<file path="src/hw/srm_pkg.sv">
// package for the asynchronous sram host controller
package srm_pkg;
   // ----------------------------------------
   // geometry
   // ----------------------------------------
   localparam int ADDR_W = 13;
   localparam int DATA_W = 8;
   localparam int CLK_PERIOD_NS = 4;
   // ----------------------------------------
   // timing figures in ns
   // ----------------------------------------
   localparam int T_READ_CYCLE_NS = 55;
   localparam int T_ADDR_ACCESS_NS = 55;
   localparam int T_OE_ACCESS_NS = 30;
   localparam int T_OE_FLOAT_NS = 20;
   localparam int T_WRITE_CYCLE_NS = 55;
   localparam int T_WRITE_PULSE_NS = 45;
   localparam int T_ADDR_TO_END_NS = 50;
   localparam int T_DATA_OVERLAP_NS = 25;
   localparam int T_WRITE_FLOAT_NS = 20;
   localparam int T_RECOVERY_NS = 55;
   // ----------------------------------------
   // cycle counts, least times rounded up
   // ----------------------------------------
   localparam int CNT_W = 6;
   localparam logic [CNT_W-1:0] RD_ACCESS_CYC =
      CNT_W'((T_ADDR_ACCESS_NS + CLK_PERIOD_NS - 1) / CLK_PERIOD_NS);
   localparam logic [CNT_W-1:0] RD_FLOAT_CYC =
      CNT_W'((T_OE_FLOAT_NS + CLK_PERIOD_NS - 1) / CLK_PERIOD_NS);
   // write pulse must exceed float delay plus data overlap and the pulse width
   localparam int WR_PULSE_NS = (T_WRITE_FLOAT_NS + T_DATA_OVERLAP_NS + CLK_PERIOD_NS > T_WRITE_PULSE_NS) ?
      T_WRITE_FLOAT_NS + T_DATA_OVERLAP_NS + CLK_PERIOD_NS : T_WRITE_PULSE_NS;
   localparam logic [CNT_W-1:0] WR_PULSE_CYC =
      CNT_W'((WR_PULSE_NS + CLK_PERIOD_NS - 1) / CLK_PERIOD_NS);
   localparam logic [CNT_W-1:0] WR_FLOAT_CYC =
      CNT_W'((T_WRITE_FLOAT_NS + CLK_PERIOD_NS - 1) / CLK_PERIOD_NS);
   localparam logic [CNT_W-1:0] WR_CYCLE_CYC =
      CNT_W'((T_WRITE_CYCLE_NS + CLK_PERIOD_NS - 1) / CLK_PERIOD_NS);
   localparam logic [CNT_W-1:0] RECOVERY_CYC =
      CNT_W'((T_RECOVERY_NS + CLK_PERIOD_NS - 1) / CLK_PERIOD_NS);
   localparam logic [CNT_W-1:0] CNT_ONE = CNT_W'(1);
   localparam logic [CNT_W-1:0] CNT_ZERO = CNT_W'(0);
   // ----------------------------------------
   // types
   // ----------------------------------------
   typedef enum logic [2:0] {
      SRM_IDLE,
      SRM_READ,
      SRM_WRITE,
      SRM_WR_END,
      SRM_RETAIN,
      SRM_RECOVER
   } srm_state_t;

   typedef struct packed {
      logic select_low_n;
      logic select_high;
      logic out_enable_n;
      logic write_strobe_n;
      logic [ADDR_W-1:0] word_address;
      logic [DATA_W-1:0] data_out;
      logic data_oe;
   } srm_pins_t;

   typedef struct packed {
      srm_state_t state;
      logic [CNT_W-1:0] cnt;
      logic [CNT_W-1:0] wcnt;
      srm_pins_t pins;
      logic ready;
      logic rd_valid;
      logic [DATA_W-1:0] rd_data;
      logic [2:0] retain_sync;
   } srm_regs_t;
endpackage
</file>
<file path="src/hw/srm_host.sv">
// host side controller driving an asynchronous 8k x 8 sram
`timescale 1ns/1ns
// Operation
// - select needs low-n low and high high
// - address valid before select on reads; here address and select change on the same edge
// - write while both selects and strobe active
// - address changes only with strobe high
// - address and select 50 ns before end
// - data 25 ns before end, hold 0
// - strobe exceeds float plus overlap
// - deselect before and during retention
// - wait read cycle after recovery
module srm_host import srm_pkg::*; (
   // clock and reset
   input wire logic core_clk,
   input wire logic rst,
   // user request
   input wire logic req_valid,
   input wire logic req_write,
   input wire logic [ADDR_W-1:0] req_addr,
   input wire logic [DATA_W-1:0] req_wdata,
   output logic req_ready,
   output logic rd_valid,
   output logic [DATA_W-1:0] rd_data,
   // low supply retention request, level
   input wire logic retain_req,
   // memory pins
   output logic select_low_n,
   output logic select_high,
   output logic out_enable_n,
   output logic write_strobe_n,
   output logic [ADDR_W-1:0] word_address,
   output logic [DATA_W-1:0] data_lines_o,
   output logic data_lines_oe,
   input wire logic [DATA_W-1:0] data_lines_i
);
   // ----------------------------------------
   // state
   // ----------------------------------------
   localparam srm_pins_t PINS_IDLE = '{select_low_n: 1'b1, select_high: 1'b0, out_enable_n: 1'b1,
      write_strobe_n: 1'b1, word_address: '0, data_out: '0, data_oe: 1'b0};
   srm_regs_t r_q;
   srm_regs_t r_d;
   logic retain_level;

   // retention request is asynchronous: three stages, level high only while last two are both high
   always_comb begin
      retain_level = r_q.retain_sync[2] & r_q.retain_sync[1];
   end

   // ----------------------------------------
   // next state
   // ----------------------------------------
   always_comb begin
      r_d = r_q;
      r_d.retain_sync = {r_q.retain_sync[1:0], retain_req};
      r_d.rd_valid = 1'b0;
      if (r_q.cnt != CNT_ZERO) begin
         r_d.cnt = r_q.cnt - CNT_ONE;
      end
      if (r_q.wcnt != CNT_ZERO) begin
         r_d.wcnt = r_q.wcnt - CNT_ONE;
      end
      unique case (r_q.state)
         SRM_IDLE: begin
            r_d.pins = r_q.pins;
            r_d.pins.select_low_n = 1'b1;
            r_d.pins.select_high = 1'b0;
            r_d.pins.out_enable_n = 1'b1;
            r_d.pins.write_strobe_n = 1'b1;
            r_d.pins.data_oe = 1'b0;
            r_d.ready = 1'b1;
            if (r_q.cnt != CNT_ZERO) begin
               r_d.ready = 1'b0; // oe float gap after a read
            end else if (retain_level) begin
               r_d.state = SRM_RETAIN;
               r_d.ready = 1'b0;
            end else if (req_valid && r_q.ready) begin
               r_d.ready = 1'b0;
               // address placed with select; a write drops strobe on the same edge
               r_d.pins.word_address = req_addr;
               r_d.pins.select_low_n = 1'b0;
               r_d.pins.select_high = 1'b1;
               if (req_write) begin
                  r_d.state = SRM_WRITE;
                  r_d.pins.write_strobe_n = 1'b0;
                  r_d.pins.data_out = req_wdata;
                  r_d.cnt = WR_PULSE_CYC;
                  r_d.wcnt = WR_FLOAT_CYC;
               end else begin
                  r_d.state = SRM_READ;
                  r_d.pins.out_enable_n = 1'b0;
                  r_d.cnt = RD_ACCESS_CYC;
               end
            end
         end
         SRM_READ: begin
            if (r_q.cnt == CNT_ONE) begin
               // sample before address or controls move
               r_d.rd_data = data_lines_i;
               r_d.rd_valid = 1'b1;
               r_d.pins.select_low_n = 1'b1;
               r_d.pins.select_high = 1'b0;
               r_d.pins.out_enable_n = 1'b1;
               r_d.cnt = RD_FLOAT_CYC;
               r_d.state = SRM_IDLE;
            end
         end
         SRM_WRITE: begin
            // host drives data only once memory has floated
            if (r_q.wcnt == CNT_ONE) begin
               r_d.pins.data_oe = 1'b1;
            end
            if (r_q.cnt == CNT_ONE) begin
               // strobe rises first; address, select and data held
               r_d.pins.write_strobe_n = 1'b1;
               r_d.cnt = WR_CYCLE_CYC > WR_PULSE_CYC ? WR_CYCLE_CYC - WR_PULSE_CYC : CNT_ONE;
               r_d.state = SRM_WR_END;
            end
         end
         SRM_WR_END: begin
            r_d.pins.data_oe = 1'b0;
            r_d.pins.select_low_n = 1'b1;
            r_d.pins.select_high = 1'b0;
            if (r_q.cnt <= CNT_ONE) begin
               r_d.cnt = CNT_ZERO;
               r_d.state = SRM_IDLE;
            end
         end
         SRM_RETAIN: begin
            r_d.pins.select_low_n = 1'b1;
            r_d.pins.select_high = 1'b0;
            r_d.ready = 1'b0;
            if (!retain_level) begin
               r_d.cnt = RECOVERY_CYC;
               r_d.state = SRM_RECOVER;
            end
         end
         SRM_RECOVER: begin
            if (r_q.cnt <= CNT_ONE) begin
               r_d.cnt = CNT_ZERO;
               r_d.state = SRM_IDLE;
            end
         end
      endcase
   end

   // ----------------------------------------
   // registers
   // ----------------------------------------
   always_ff @(posedge core_clk or posedge rst) begin
      if (rst) begin
         r_q <= '{state: SRM_IDLE, cnt: '0, wcnt: '0, pins: PINS_IDLE, ready: 1'b0,
            rd_valid: 1'b0, rd_data: '0, retain_sync: '0};
      end else begin
         r_q <= r_d;
      end
   end

   // ----------------------------------------
   // outputs
   // ----------------------------------------
   assign req_ready = r_q.ready;
   assign rd_valid = r_q.rd_valid;
   assign rd_data = r_q.rd_data;
   assign select_low_n = r_q.pins.select_low_n;
   assign select_high = r_q.pins.select_high;
   assign out_enable_n = r_q.pins.out_enable_n;
   assign write_strobe_n = r_q.pins.write_strobe_n;
   assign word_address = r_q.pins.word_address;
   assign data_lines_o = r_q.pins.data_out;
   assign data_lines_oe = r_q.pins.data_oe;
endmodule // srm_host

</file>
<file path="config.mk">
export PLATFORM = sky130hd
export DESIGN_NAME = srm_host
export DESIGN_NICKNAME = d
export VERILOG_FILES = /design/src/hw/srm_pkg.sv /design/src/hw/srm_host.sv
export SDC_FILE = /design/constraint.sdc
export NUM_CORES = 1
export LEC_CHECK = 0
export BUFFER_PORTS_ARGS = -buffer_cell sky130_fd_sc_hd__buf_2
export CORE_MARGIN = 2
export CORE_UTILIZATION = 50
export CTS_BUF_LIST = sky130_fd_sc_hd__clkbuf_4 sky130_fd_sc_hd__clkbuf_8
export DETAILED_ROUTE_END_ITERATION = 8
export GPL_ROUTABILITY_DRIVEN = 0
export PLACE_DENSITY = 0.79
export SYNTH_ARGS = -nofsm -noshare
export SYNTH_HDL_FRONTEND = slang
export SYNTH_SLANG_ARGS = --single-unit
</file>
<file path="constraint.sdc">
create_clock -name core_clk -period 2.6 [get_ports core_clk]
set_input_delay 0.13 -clock core_clk [delete_from_list [all_inputs] [get_ports core_clk]]
set_output_delay 0.13 -clock core_clk [all_outputs]
set_load 0.02 [all_outputs]
</file>
==> impl_results.md, run 1 <==
- Via density: 5.31
- CP peak stage delay: about 0.60 ns
- Mapped Nets: 302
- DR iter-0 viols: 182
- Resized cells post-CTS: 0
- Final hold viol count: 0
- Worst Skew: 0.0128 ns
- Clk buf depth: 2
- Leakage power: 1.58 nW
- CTS tree: yes
- Via count: slightly above 2,000
- Area growth syn-to-layout: 12.0%
- Layout Utilization: 0.578
- Clock Sinks: 54
- P_int: 1.80 mW
- Main synth FF type: dfrtp_1
- Number of diodes: 0
- Setup CP Type: reg2reg
- DIE AREA: 0.00630 mm2
- Tightest Hold Check Type: in2reg
- # rows: 27
- Routed len/inst: roughly 14 um
- Placed cell areas: 0.00304 mm2
- Clock root cell: clkbuf_8
- DIE HEIGHT: 79.4 um
- CORE AREA: around 0.0055 mm2
- # H-tree levels: 2
- Most frequent cells in the layout: 69 x buf_2, 51 x dfrtp_1, 23 x mux2_2
- First-pass GRT wire length: 9140 um
- Maxcap violations: 0
- Hpwl dp: 3990 um
- Initial core utilization: 0.516
- Clk pwr share: 0.211
- Pin count of the biggest net entering global routing: 37
- Final WL: 5510 um
- Layout Nets: between 300 and 400
- Slew Viols, Final: 0
- CP Cell Sequence: or4_4 -> nor4_4 -> and2_1 -> buf_4 -> mux2_2
- Initial antenna violation count: 0
- Post-layout total power: about 2.9 mW
- Layout cell share with drive strength beyond 1: 0.398
- Largest fanout on the critical path: 9
- Headroom to the max-slew limit: 0.570
- Yosys warns: 0
- Setup bufs post-CTS: 0
- All-layer global routing usage: 0.183
- Gate Count Post-Synth: 262
- Measured slew at the worst slew-check pin: approximately 0.65 ns
- Vias in the first global route: 1,982
- DRC: 0
- Worst-case vdd ir drop: 431 uV
- Post-synth EDFFs: 0
- Period Utilization, post-route: 0.858
- Final std cells w/o fill: approximately 380
- Library cells used by synthesis: 49
- Sw Pwr: 1.05 mW
- Fill cell count: 450
- Slowest cell on crit path: or4_4
- Dpl ws: 0.378 ns
- Sw Share: 0.370
- Setup_tns: 0 ns
- Endpoints failing setup: 0
- Port bufs: 69
- RSZ-0062 raised after global routing: no
- Most common cell after layout, fill and taps aside: buf_2
- Placed Cells: 371
- Grt ovf: 0
- CTS Buf Count: 5
- Fmax: between 0.4 and 0.5 GHz
- Crit. End Element: flop
- Post-Syn Area: about 0.0028 mm2
- DRT Pass-1 Iters: 5
- Post-synthesis register bit count: 54
- Syn Area/Cell: 10.9 um2
- Flop pwr share: 0.430
- Register area share after synthesis: 0.477
- Startpoint types: flop
- Design Area, Final: approximately 0.0032 mm2
- Comb power frac: 0.360
- CTS Hold Buffers Added: 2
- IO Count: 70
- Critical Path RT: 2.81 ns
- Worst Setup Slack, final: 0.370 ns
- Clk pin slew, worst setup/hold paths: 0.10 ns
- FFs w/ async S/R, synth: 1.00
- Worst-Skew Late Latency: just over 0.3 ns
- ANT nets after route: 0
- Pwr/cell area: 896 mW/mm2
- Status: finished clean
- Critical Path AT: 2.44 ns
- DIE WIDTH: 79.4 um
- Worst hold slack: slightly below 0.04 ns
- Final min period: 2.23 ns
critical path, delay by kind of cell (launching register included):
kind,cells,cell delay [ns]
AND/OR/NAND/NOR,3,1.16
flip-flops,1,0.44
multiplexers,1,0.35
buffers and inverters,1,0.18
power by group through the flow:
stage	registers, mW	clock network [mW]	logic (mW)
after floorplan	1.17	0	0.908
after global placement	1.23	0	0.987
after detailed placement	1.24	0	1.01
after CTS	1.23	0.608	1.02
after global routing	1.25	0.638	1.14
final	1.23	0.601	1.03
layout make-up:
cell class                      instances  area, um2  share of cell area
Multi-Input combinational cell        159       1160               0.365
Clock buffer                            6       82.6              0.0259
Clock inverter                          2       38.8              0.0122
Sequential cell                        54       1360               0.426
Timing Repair Buffer                   78        418               0.131
Inverter                               10       37.5              0.0118
Tap cell                               72       90.1              0.0283
layer usage:
layer	GRT usage	wire, um	up-vias
met5	0	0	-
met2	0.293	2600	80
met1	0.253	2490	964
met4	0.0414	59	0
met3	0.0430	355	7
li1	-	-	974
Yosys cell counts, drive strengths merged (2+ instances only):
cell type,n,area [um2]
a211oi,4,30.0
a21oi,11,55.1
a22oi,2,15.0
a31oi,4,25.0
and2,4,25.0
buf,36,277
clkbuf,3,11.3
dfrtp,51,1280
dfstp,3,78.8
ha,6,75.1
inv,10,37.5
mux2,29,349
nand2,17,63.8
nand2b,2,12.5
nand3,4,25.0
nand4,2,12.5
nor2,19,71.3
nor2b,4,25.0
nor3,4,20.0
nor4,3,33.8
o211ai,3,22.5
o21ai,13,65.1
o22ai,2,12.5
o31a,2,17.5
xnor2,2,17.5
xor2,7,61.3
final timing paths:
kind,start,to,slack (ns),cells after the start
worst max register to register,r_q[49],word_address[6],0.37,5
worst min register to register,r_d[1],r_d[2],0.36,0
max in group asynchronous,rst,out_enable_n,1.43,4
worst min-delay path,req_wdata[1],data_lines_o[1],0.04,2
worst max-delay path,r_q[49],word_address[6],0.37,5
min in group asynchronous,rst,data_lines_o[6],0.34,3
flip-flops by register name, summed over array words and instances, names as in the netlist:
name	cells
r_q	16
word_address	13
data_lines_o	8
rd_data	8
r_d	2
data_lines_oe	1
out_enable_n	1
rd_valid	1
req_ready	1
select_high	1
select_low_n	1
write_strobe_n	1
kinds of logic (layout without fill, tap and decap cells):
family / Yosys count / count (layout) / synth area share
simple gates: 64 / 64 / 0.116
flops: 54 / 54 / 0.477
compound gates: 51 / 51 / 0.116
buf+inv: 49 / 96 / 0.114
mux: 29 / 29 / 0.123
xor+xnor: 9 / 9 / 0.0277
fa+ha+maj: 6 / 6 / 0.0264
Note: power is estimated with default switching activity, not from simulation.
==> run 2, diff against run 1 <==
Settings changed: CORE_MARGIN 2 to 1.
==> impl_results.md, run 2 (synthesis gave the netlist of run 1 again) <==
- Status: finished clean
- Number of diodes: 0
- Leakage power: between 1.5 and 2 nW
- CTS Buf Count: 5
- DR iter-0 viols: approximately 190
- Clk pin slew, worst setup/hold paths: 0.10 ns
- Routed len/inst: 14.2 um
- Tightest Hold Check Type: in2reg
- DRT met1 WL: 2420 um
- Layout Nets: 349
- ANT nets after route: 0
- Worst-case vdd ir drop: 372 uV
- Clock root cell: clkbuf_8
- DRT Pass-1 Iters: 4
- Setup_tns: 0 ns
- Clk buf depth: 2
- DRC: 0
- Most frequent cells in the layout: 69 x buf_2, 51 x dfrtp_1, 23 x mux2_2
- Pwr/cell area: 869 mW/mm2
- Top reg by flops: r_q
- Worst Setup Slack, final: 0.199 ns
- Clock Sinks: 54
- DIE AREA: 0.00599 mm2
- Slew Viols, Final: 0
- Period Utilization, post-route: 0.923
- Headroom to the max-slew limit: 0.664
- All-layer global routing usage: 0.192
- RSZ-0062 raised after global routing: no
- Top Metal Used: met4
- Grt ovf: 0
- Final hold viol count: 0
- Setup CP Type: reg2reg
- Endpoints failing setup: 0
- IO Count: 70
- Worst-Skew Late Latency: 0.30 ns
- CORE AREA: 0.00551 mm2
- Dpl ws: 0.247 ns
- Via count: 2,043
- Initial antenna violation count: 0
- Measured slew at the worst slew-check pin: 0.500 ns
- Maxcap violations: 0
- Vias in the first global route: 2,097
- Critical Path RT: 2.79 ns
- Layout cell share with drive strength beyond 1: 0.400
- Crit. End Element: flop
- Routed length on met3: 320 um
- # H-tree levels: 2
- Worst hold slack: about 0.046 ns
- Port bufs: 69
- Final WL: 5420 um
- Hpwl dp: 4000 um
- # rows: 27
- Pin count of the biggest net entering global routing: approximately 40
- Resized cells post-CTS: 0
- Fmax: 0.417 GHz
- Most common cell after layout, fill and taps aside: buf_2
- Final min period: about 2.4 ns
- Area growth syn-to-layout: 11.2%
- DIE HEIGHT: 77.4 um
- Largest fanout on the critical path: 9
- Via density: 5.35
- Initial core utilization: 0.516
- First-pass GRT wire length: roughly 9200 um
- Post-layout total power: roughly 2.7 mW
- Max FFs per register: 16
- WL met2: 2630 um
- DIE WIDTH: 77.4 um
- Worst Skew: 0.00829 ns
- CTS tree: yes
- Startpoint types: flop
- Critical Path AT: between 2 and 3 ns
## run 2: worst paths after layout
| path | start | end | slack (ns) | cells after the start |
|---|---|---|---|---|
| worst max-delay path | r_q[49] | word_address[9] | 0.20 | 5 |
| worst min-delay path | req_wdata[6] | data_lines_o[6] | 0.05 | 2 |
| worst max register to register | r_q[49] | word_address[9] | 0.20 | 5 |
| worst min register to register | r_d[1] | r_d[2] | 0.35 | 0 |
| max in group asynchronous | rst | out_enable_n | 1.45 | 4 |
| min in group asynchronous | rst | word_address[6] | 0.31 | 3 |
## run 2: power breakdown
part / internal [mW] / total [mW] / switching, mW
sequential: 1.03 / 1.21 / 0.177
clock: 0.203 / 0.478 / 0.275
combinational: 0.468 / 1.06 / 0.595
total: 1.70 / 2.75 / 1.05
## run 2: per-stage QoR
| stage | cell area, um2 | std cells | utilization |
|---|---|---|---|
| finish | 3160 | 382 | 0.574 |
| global route | 3160 | 382 | 0.574 |
| CTS | 3160 | 382 | 0.574 |
| detailed placement | 3050 | 372 | 0.554 |
| global placement | 3050 | 372 | 0.554 |
| floorplan | 2840 | 262 | - |
## run 2: layout make-up
class | count | area [um2]
fillers | 464 | 2350
flip-flops and latches | 54 | 1360
multi-input cells | 159 | 1160
repair buffers | 79 | 425
well taps | 72 | 90.1
clock buffers | 6 | 76.3
inverters | 10 | 37.5
clock inverters | 2 | 13.8
## run 2: per-layer routing
layer  vias to the layer above  global-route usage
met5                         -                   0
met4                         0              0.0453
met3                         7              0.0365
met2                        75               0.319
met1                       984               0.259
li1                        977                   -
## run 2: what timing repair did
item | in CTS | in global routing
hold buffers | 2 | 0
endpoints found under the hold margin | 15 | 0
setup buffers | 0 | 0
## run 2: critical path: stages (launching register included)
cell     delay, ns
dfrtp_1       0.44
or4_4         0.60
nor4_4        0.46
and2_1        0.23
buf_4         0.19
mux2_2        0.35
==> run 3, diff against run 2 <==
Settings changed: REMOVE_ABC_BUFFERS set to 1.
==> impl_results.md, run 3 (synthesis gave the netlist of run 1 again) <==
- Top reg by flops: r_q
- CP bufs+invs: 1
- First-pass GRT wire length: 9550 um
- Port bufs: 69
- Headroom to the max-slew limit: 0.564
- Grt ovf: 0
- Slowest cell on crit path: or4_4
- Area growth syn-to-layout: 11.5%
- Crit. End Element: flop
- Worst hold slack: 0.0432 ns
- # rows: 27
- CP peak stage delay: 0.60 ns
- Final std cells w/o fill: 380
- IO Count: 70
- Max FFs per register: 16
- Vias in the first global route: 2,054
- Design Area, Final: 0.00317 mm2
- Placed cell areas: 0.00304 mm2
- Initial antenna violation count: 0
- Number of diodes: 0
- Via density: 5.47
- Routed len/inst: 14.8 um
- CORE AREA: 0.00551 mm2
- Tightest Hold Check Type: in2reg
- Worst-case vdd ir drop: 582 uV
- Worst Skew: 0.00437 ns
- Setup CP Type: reg2reg
- Most frequent cells in the layout: 69 x buf_2, 51 x dfrtp_1, 23 x mux2_2
- Leakage power: about 1.6 nW
- Layout Nets: about 350
- Final min period: 2.35 ns
- CTS tree: yes
- Status: finished clean
- DIE WIDTH: 77.4 um
- RSZ-0062 raised after global routing: no
- DIE AREA: roughly 0.006 mm2
- # H-tree levels: 2
- Final hold viol count: 0
- Placed Cells: 370
- Maxcap violations: 0
- Post-layout total power: 2.85 mW
- Period Utilization, post-route: 0.905
- Slew Viols, Final: 0
- Clock Sinks: between 50 and 60
- Endpoints failing setup: 0
- Startpoint types: flop
- Pin count of the biggest net entering global routing: 23
- DIE HEIGHT: 77.4 um
- Measured slew at the worst slew-check pin: 0.654 ns
- Critical Path RT: 2.80 ns
- CTS Buf Count: 5
- Largest fanout on the critical path: 17
- Critical Path AT: around 2.6 ns
- Setup bufs post-CTS: 0
- Fmax: roughly 0.42 GHz
- ANT nets after route: 0
- Final WL: 5640 um
- Clk buf depth: 2
- Worst path top cell family by delay: simple AND/OR/NAND/NOR gates
- All-layer global routing usage: 0.203
- Hpwl dp: 4190 um
- Most common cell after layout, fill and taps aside: buf_2
- Initial core utilization: 0.516
- Layout cell share with drive strength beyond 1: 0.396
- Clk pin slew, worst setup/hold paths: 0.09 ns
- DRC: 0
- CP Cell Sequence: or4_4 -> nor4_4 -> and2_1 -> buf_4 -> mux2_2
- Pwr/cell area: ~900 mW/mm2
- DRT Pass-1 Iters: 6
- Via count: 2,078
- Setup_tns: 0 ns
- Clock root cell: clkbuf_8
- Worst-Skew Late Latency: 0.31 ns
- DR iter-0 viols: a little under 200
## run 3: cell types whose count changed in the layout (fill, tap and decap cells not counted)
cell / before / now
inv_6: 1 / 0
bufinv_16: 0 / 1
buf_4: 8 / 6
clkinv_2: 1 / 0
clkinvlp_4: 0 / 1
## run 3: what timing repair did
item	in CTS	in global routing
endpoints found under the hold margin	17	0
gates resized for setup	0	0
hold buffers	2	0
## run 3: path summary, 6_finish.rpt
kind                              from          endpoint  slack [ns]  depth (start not counted)
max                            r_q[49]  word_address[10]        0.25                          5
max in group asynchronous          rst      out_enable_n        1.62                          4
min in group asynchronous          rst        rd_data[1]        0.34                          3
min                        req_addr[3]   word_address[3]        0.04                          2
min reg2reg                     r_d[1]            r_d[2]        0.36                          0
max reg2reg                    r_q[49]  word_address[10]        0.25                          5
## run 3: stage by stage
step                utilization  worst slack (ns)
detailed placement        0.551             0.299
floorplan                     -             0.115
global placement          0.551             0.368
CTS                       0.576             0.281
global route              0.576             0.164
finish                    0.576             0.246
## run 3: layout make-up
class / count / area, um2
clock buffers: 6 / 76.3
clock inverters: 2 / 37.5
fillers: 459 / 2340
inverters: 10 / 37.5
multi-input cells: 159 / 1160
flip-flops and latches: 54 / 1360
well taps: 72 / 90.1
repair buffers: 77 / 410
## run 3: per-layer routing
layer  track usage  wire length (um)
met5             0                 0
met4        0.0623                68
met2         0.335              2770
met1         0.262              2400
met3        0.0506               398
## run 3: power by group
part           switching [mW]  internal (mW)  leakage, nW
logic                   0.595          0.455        0.827
registers               0.204           1.03        0.681
clock network           0.266          0.298       0.0548
